File: src/srpc_params.svh
`ifndef SRPC_PARAMS_SVH
`define SRPC_PARAMS_SVH

// Clock period in picoseconds (50 MHz)
`define SRPC_CLK_PERIOD_PS 20000
// Row cycle time, least, in picoseconds
`define SRPC_TRC_PS 60000
// Precharge time, least, in picoseconds
`define SRPC_TRP_PS 18000
// Cycles derived from the times, rounded up
`define SRPC_TRC_CYC ((`SRPC_TRC_PS + `SRPC_CLK_PERIOD_PS - 1) / `SRPC_CLK_PERIOD_PS)
`define SRPC_TRP_CYC ((`SRPC_TRP_PS + `SRPC_CLK_PERIOD_PS - 1) / `SRPC_CLK_PERIOD_PS)
// Self refresh internal interval: 64 ms / 4096 rows = 15625 ns
`define SRPC_SREF_INT_NS 15625
`define SRPC_SREF_INT_CYC ((`SRPC_SREF_INT_NS * 1000) / `SRPC_CLK_PERIOD_PS)
// Number of rows covered by the refresh counter
`define SRPC_ROWS 4096
`define SRPC_ROW_W 12
`define SRPC_LANES 4
`define SRPC_CNT_W 16

`endif

File: src/srpc_pkg.sv
package srpc_pkg;

	typedef enum logic [3:0] {
		SRPC_IDLE = 4'b0001,
		SRPC_AREF = 4'b0010,
		SRPC_SREF = 4'b0100,
		SRPC_PDWN = 4'b1000
	} srpc_state_t;

	typedef enum logic [2:0] {
		SRPC_CMD_NONE = 3'h0,
		SRPC_CMD_NOP = 3'h1,
		SRPC_CMD_AREF = 3'h2,
		SRPC_CMD_SREF = 3'h3,
		SRPC_CMD_OTHER = 3'h4
	} srpc_cmd_t;

endpackage

File: src/srpc_cmd_if.sv
`timescale 1ns/1ps
interface srpc_cmd_if;
	logic cs_n;
	logic ras_n;
	logic cas_n;
	logic we_n;
	logic cke;
	srpc_pkg::srpc_cmd_t cmd;
	modport dec (input cs_n, input ras_n, input cas_n, input we_n, input cke, output cmd);
	modport ctl (output cs_n, output ras_n, output cas_n, output we_n, output cke, input cmd);
endinterface

File: src/srpc_core.sv
`timescale 1ns/1ps
`include "srpc_params.svh"

// Summary of operation
// Auto refresh: strobes low, write high, enable high
// One refresh per auto refresh command
// Internal row counter advances each refresh
// Controller refreshes 4096 rows per 64ms
// Refresh lasts row cycle; only no-ops then
// Auto refresh only when idle, not powered down
// Wait precharge time between auto refreshes
// Self refresh: strobes low, enable sampled low
// In self refresh only clock enable matters
// Self refresh times refreshes internally, indefinitely
// Exit self refresh: clock, then enable high
// After exit, no-ops for row cycle time
// Burst refresh around self refresh recommended
// Enable low mid-burst freezes internal clock
// Enable low when idle enters power-down
// Suspend or power-down under 64ms
// Enable high restarts clock, re-enables buffers
// After power-down exit wait one cycle
// Write mask high blocks that byte lane
// Read mask high disables that lane output
// Chip select high ignores all command inputs
// No-operation starts nothing new
// Data bus undriven in self refresh, power-down
module srpc_core
	import srpc_pkg::*;
#(
	parameter int LANES = `SRPC_LANES,
	parameter int ROW_W = `SRPC_ROW_W,
	parameter int SREF_INT_CYC = `SRPC_SREF_INT_CYC
) (
	input wire logic clk_i,
	input wire logic reset_n_i,
	input wire logic cs_n_i,
	input wire logic ras_n_i,
	input wire logic cas_n_i,
	input wire logic we_n_i,
	input wire logic cke_i,
	input wire logic burst_active_i,
	input wire logic read_cycle_i,
	input wire logic write_cycle_i,
	input wire logic [LANES-1:0] dqm_i,
	output logic [LANES-1:0] dq_oe_o,
	output logic [LANES-1:0] wr_lane_en_o,
	output logic int_clk_en_o,
	output logic in_buf_en_o,
	output logic refresh_pulse_o,
	output logic [ROW_W-1:0] refresh_row_o,
	output logic self_refresh_o,
	output logic power_down_o,
	output logic refresh_busy_o
);

	typedef struct packed {
		srpc_state_t st;
		logic [`SRPC_CNT_W-1:0] timer;
		logic [ROW_W-1:0] row;
		logic cke_prev;
		logic suspend;
		logic pulse;
		logic [LANES-1:0] oe;
		logic [LANES-1:0] wen;
		logic clk_en;
		logic buf_en;
		logic sref;
		logic pdwn;
		logic busy;
	} srpc_regs_t;

	srpc_regs_t q, d;
	srpc_cmd_if cif();

	assign cif.cs_n = cs_n_i;
	assign cif.ras_n = ras_n_i;
	assign cif.cas_n = cas_n_i;
	assign cif.we_n = we_n_i;
	assign cif.cke = cke_i;

	srpc_cmd_dec u_dec (
		.c(cif)
	);

	localparam logic [`SRPC_CNT_W-1:0] TRC_CYC = `SRPC_CNT_W'(`SRPC_TRC_CYC);
	// Reload one short: the cycle spent at zero is part of the interval
	localparam logic [`SRPC_CNT_W-1:0] SREF_RELOAD = `SRPC_CNT_W'(SREF_INT_CYC - 1);

	// Self refresh and power-down both shut the input buffers
	function automatic logic is_low_power(input srpc_state_t s);
		return (s == SRPC_SREF) || (s == SRPC_PDWN);
	endfunction

	// =========================================
	// Next state
	always_comb begin
		d = q;
		d.pulse = 1'b0;
		d.cke_prev = cke_i;
		if (q.timer != '0) begin
			d.timer = q.timer - `SRPC_CNT_W'(1);
		end
		case (q.st)
			SRPC_IDLE: begin
				// Clock enable was high last cycle, so this command is live
				if (q.cke_prev && !q.suspend) begin
					if (cif.cmd == SRPC_CMD_AREF) begin
						d.st = SRPC_AREF;
						d.timer = TRC_CYC - `SRPC_CNT_W'(1);
						d.row = q.row + ROW_W'(1);
						d.pulse = 1'b1;
					end else if (cif.cmd == SRPC_CMD_SREF) begin
						d.st = SRPC_SREF;
						d.timer = SREF_RELOAD;
						d.row = q.row + ROW_W'(1);
						d.pulse = 1'b1;
					end else if (!cke_i && !burst_active_i) begin
						d.st = SRPC_PDWN;
					end else if (!cke_i) begin
						d.suspend = 1'b1;
					end
				end else if (q.suspend && cke_i) begin
					d.suspend = 1'b0;
				end
			end
			SRPC_AREF: begin
				// Commands other than no-op are the controller's fault and are ignored
				if (q.timer == '0) begin
					d.st = SRPC_IDLE;
				end
			end
			SRPC_SREF: begin
				// Only clock enable is looked at here
				if (cke_i) begin
					d.st = SRPC_AREF; // Finish any row in flight
					d.timer = TRC_CYC - `SRPC_CNT_W'(1);
				end else if (q.timer == '0) begin
					d.timer = SREF_RELOAD;
					d.row = q.row + ROW_W'(1);
					d.pulse = 1'b1;
				end
			end
			SRPC_PDWN: begin
				if (cke_i) begin
					d.st = SRPC_IDLE;
				end
			end
			default: begin
				d.st = SRPC_IDLE;
			end
		endcase
		// Data mask only acts in the idle state
		for (int i = 0; i < LANES; i++) begin
			d.oe[i] = read_cycle_i && !dqm_i[i] && (d.st == SRPC_IDLE); // see R20
			d.wen[i] = write_cycle_i && !dqm_i[i] && (d.st == SRPC_IDLE);
		end
		// Status levels are registered so that every output leaves a flop
		d.clk_en = !d.suspend && !is_low_power(d.st); // see R14
		d.buf_en = !is_low_power(d.st); // see R15
		d.sref = (d.st == SRPC_SREF);
		d.pdwn = (d.st == SRPC_PDWN);
		d.busy = (d.st == SRPC_AREF);
	end

	always_ff @(posedge clk_i or negedge reset_n_i) begin
		if (!reset_n_i) begin
			q <= '{st: SRPC_IDLE, timer: '0, row: '0, cke_prev: 1'b1, suspend: 1'b0, pulse: 1'b0,
				oe: '0, wen: '0, clk_en: 1'b1, buf_en: 1'b1, sref: 1'b0, pdwn: 1'b0, busy: 1'b0};
		end else begin
			q <= d;
		end
	end

	assign dq_oe_o = q.oe;
	assign wr_lane_en_o = q.wen;
	assign int_clk_en_o = q.clk_en;
	assign in_buf_en_o = q.buf_en;
	assign refresh_pulse_o = q.pulse;
	assign refresh_row_o = q.row;
	assign self_refresh_o = q.sref;
	assign power_down_o = q.pdwn;
	assign refresh_busy_o = q.busy;

	// =========================================
	// Data mask checks, one set per byte lane
	for (genvar g = 0; g < LANES; g++) begin : g_lane_chk

	end
endmodule

File: src/srpc_cmd_dec.sv
`timescale 1ns/1ps
module srpc_cmd_dec
	import srpc_pkg::*;
(
	srpc_cmd_if.dec c
);
	always_comb begin
		// Deselect blanks the decoder regardless of clock enable
		if (c.cs_n) begin
			c.cmd = SRPC_CMD_NONE;
		end else if (c.ras_n && c.cas_n && c.we_n) begin
			c.cmd = SRPC_CMD_NOP;
		end else if (!c.ras_n && !c.cas_n && c.we_n) begin
			// Same code, clock enable picks auto or self refresh
			c.cmd = c.cke ? SRPC_CMD_AREF : SRPC_CMD_SREF;
		end else begin
			c.cmd = SRPC_CMD_OTHER;
		end
	end
endmodule

File: config.mk
export PLATFORM = sky130hd
export DESIGN_NAME = srpc_core
export DESIGN_NICKNAME = d
export VERILOG_FILES = /design/src/srpc_pkg.sv /design/src/srpc_cmd_if.sv /design/src/srpc_core.sv /design/src/srpc_cmd_dec.sv
export VERILOG_INCLUDE_DIRS = /design/src /design/src/src
export SDC_FILE = /design/constraint.sdc
export NUM_CORES = 1
export LEC_CHECK = 0
export BUFFER_PORTS_ARGS = -buffer_cell sky130_fd_sc_hd__buf_2
export CAP_MARGIN = 20
export CORE_ASPECT_RATIO = 0.75
export CORE_MARGIN = 5
export CORE_UTILIZATION = 60
export DETAILED_ROUTE_END_ITERATION = 6
export GPL_ROUTABILITY_DRIVEN = 1
export PLACE_DENSITY = 0.94
export SYNTH_ARGS = -nofsm -noshare
export SYNTH_HDL_FRONTEND = slang
export SYNTH_HIERARCHICAL = 1
export SYNTH_SLANG_ARGS = --single-unit
File: constraint.sdc
create_clock -name clk_i -period 6.5 [get_ports clk_i]
set_input_delay 0 -clock clk_i [delete_from_list [all_inputs] [get_ports clk_i]]
set_output_delay 0 -clock clk_i [all_outputs]
set_load 0.005 [all_outputs]
==> metrics.yaml <==
status: "complete, no violations"
final_nets: 297
net-switching-power_uw: 278
relSlewSlack_pct: 46.2
global_route.overflow_total: 0
post-place-ws_ps: 3660
critPathLaunchType: "flip-flop"
routed_wirelength_mm: 5.53
sum_of_negative_setup_slack_ps: 0
initial_core_utilization_pct: 62.1
p_clk_share_pct: 26.5
timing.critical_path.arrival_ps: 3160
clk-insertion-delay-late_ps: 310
synthArstFlopShare_pct: 100
synth_top_cell_area_share_pct: 44.0
groute.layer.met1.usage_pct: 26.5
grt.total_usage_pct: 21.4
number_of_placement_rows: 20
die-height_um: 65.9
globalRouteMet2Util_pct: 35.2
min-delay-path-class: "in2reg"
drtPass1Iterations: 6
power.sequential.fraction_pct: 50.8
total_leakage_power_nw: 1.27
clock-skew-final_ps: 13.6
yosys_register_bits: 48
first_pass_grt_wire_length_mm: 9.29
synth_edf_count: 0
grt_start_max_net_pins: 49
post_cts.resized_instances: 0
setup_slack_ps: 3560
routed_wire_length_per_instance_um: 16.5
power_density_mw_per_mm2: 296
synth_cell_type_count: 43
area_delta_synth_final_pct: 13.0
final-hold-violation-count: 0
first_iter_violations: 165
post_route_drc: 0
syn_area_mm2: 0.00250
ir_worst_vdd_mv: 0.210
synth_warnings: 6
synth.most_common_cell: "dfrtp_1"
seq_area_frac_synth_pct: 48.2
crit_type: "reg2reg"
synth_top_area_cell: "dfrtp_1"
clkTransAtPathRegs_ps: 90
crit_path_max_fanout: 12
maxSlewViolCount: 0
setup_repair_after_global_routing_missed_its_margin: "no"
dr_vias: 1995
cts_num_sinks: 48
clock_path_buffers: 2
clock.fmax_ghz: 0.340
worst-endpoint-required_ps: 6710
antenna_left: 0
ys_top_cells_by_count: "dfrtp_1, buf_4, xnor2_1, nor2_1, nand2_1"
dp_hpwl_mm: 3.60
die_area_mm2: 0.00557
report.final.setup_viol: 0
worst_pin_slew_ps: 795
combPwrFrac_pct: 22.8
cts_root_buffer: "clkbuf_8"
route.detailed.vias_per_inst: 5.96
synth_cells: 248
post_synth_main_area_contributors: "dfrtp_1, xnor2_1, buf_4"
floorplan.io_pins: 40
postSynthAreaPerCell_um2: 10.1
post-cts-setup-buffers: 0
cts_inserted_buffers: 5
max_cap_violations: 0
port-buffer-count: 39
endpoint_kind: "flip-flop"
gp_routability_congestion: 0.905
mappedNetlistNets: 266
cell_int_power_uw: 560
htree_num_levels: 2
die_w_um: 84.6
grt_most_used_layer: "met2"
tritoncts: "built"
number_of_antenna_violations_at_the_first_check_in_global_routing: 0
numPlacedInstances: 315
met3_usage_pct: 5.23
yosys_most_used_dff: "dfrtp_1"
worst-r2r-setup-slack_ps: 3560
power.switching_fraction_pct: 33.1
finalCritPeriodShare_pct: 45.3
design.core.area_mm2: 0.00403
layout-drive-gt1-share_pct: 22.9
post_layout_nonfiller_instances: 335
tmin_final_ps: 2940
insertedDiodeCount: 0
grt_pass1_vias: 1954
timing repair:
item / in CTS / in global routing
setup endpoints to repair: 0 / 0
hold endpoints to repair: 56 / 0
hold buffers: 11 / 0
per-layer routing:
metal | vias to the layer above | part of all wire, %
met5 | - | 0
met4 | 0 | 3.8
li1 | 922 | -
met2 | 91 | 49
met3 | 20 | 7.1
met1 | 962 | 40
through the flow:
stage | hold slack, ps | power (mW) | instance area [um^2] | util [%]
floorplan | -296 | 0.564 | 2500 | -
global placement | 158 | 0.592 | 2570 | 63.9
detailed placement | 158 | 0.606 | 2570 | 63.9
CTS | 119 | 0.834 | 2800 | 69.5
global route | 141 | 0.889 | 2830 | 70.2
finish | 126 | 0.838 | 2830 | 70.2
path summary, 6_finish.rpt:
path | start | endpoint | cells past startpoint
min in group asynchronous | reset_n_i | dq_oe_o[1] | 2
setup / recovery | q[28] | refresh_row_o[10] | 8
setup reg to reg | q[28] | refresh_row_o[10] | 8
hold reg to reg | refresh_row_o[11] | refresh_row_o[11] | 1
hold / removal | we_n_i | self_refresh_o | 5
max in group asynchronous | reset_n_i | in_buf_en_o | 3
worst max-delay path: stages, from the launching register on:
cell	delay, ps
dfrtp_1	410
inv_1	130
ha_1	160
or3b_2	520
nor4_4	640
a21oi_1	290
inv_1	310
nand2_1	140
o31ai_1	240
layout make-up:
class | instances | area (um^2)
Sequential cell | 48 | 1210
Inverter | 4 | 15.0
Timing Repair Buffer | 51 | 333
Clock buffer | 5 | 68.8
Multi-Input combinational cell | 169 | 1090
Clock inverter | 3 | 46.3
Tap cell | 55 | 68.8
Fill cell | 304 | 1200
cell usage in the layout (no fill, tap or decap), types with 4 or more instances in the layout:
cell type and count:
dfstp_2 4, xnor2_1 21, nand2_1 17, dlygate4sd3_1 11
a21oi_1 15, o21ai_0 6, nor4_1 9, ha_1 4
o31ai_1 4, clkbuf_8 5, nand2b_1 11, nor3_1 7
nand4_1 5, dfrtp_1 44, buf_2 39, or4_1 5
nor2_1 18, inv_1 4, nand3_1 7
logic make-up after synthesis:
family	Yosys count	synth area share (%)
and+or+nand+nor	104	24.3
DFF	48	48.2
AOI/OAI and AO/OA	39	9.51
xor gates and xnor gates	22	7.70
buffers and inverters	31	8.25
adders and majority gates	4	2.00
sequential cells by signal, summed over array words and instances (netlist names):
name	flops
self_refresh_o	1
refresh_busy_o	1
refresh_row_o	12
dq_oe_o	4
int_clk_en_o	1
refresh_pulse_o	1
in_buf_en_o	1
wr_lane_en_o	4
power_down_o	1
q	22
power groups by stage:
stage | clock (mW) | combinational [mW] | sequential (mW)
after floorplan | 0 | 0.163 | 0.401
after global placement | 0 | 0.169 | 0.423
after detailed placement | 0 | 0.180 | 0.426
after CTS | 0.225 | 0.186 | 0.423
after global routing | 0.241 | 0.214 | 0.434
final | 0.222 | 0.191 | 0.425
No activity file was read; power rests on OpenSTA's default activity.
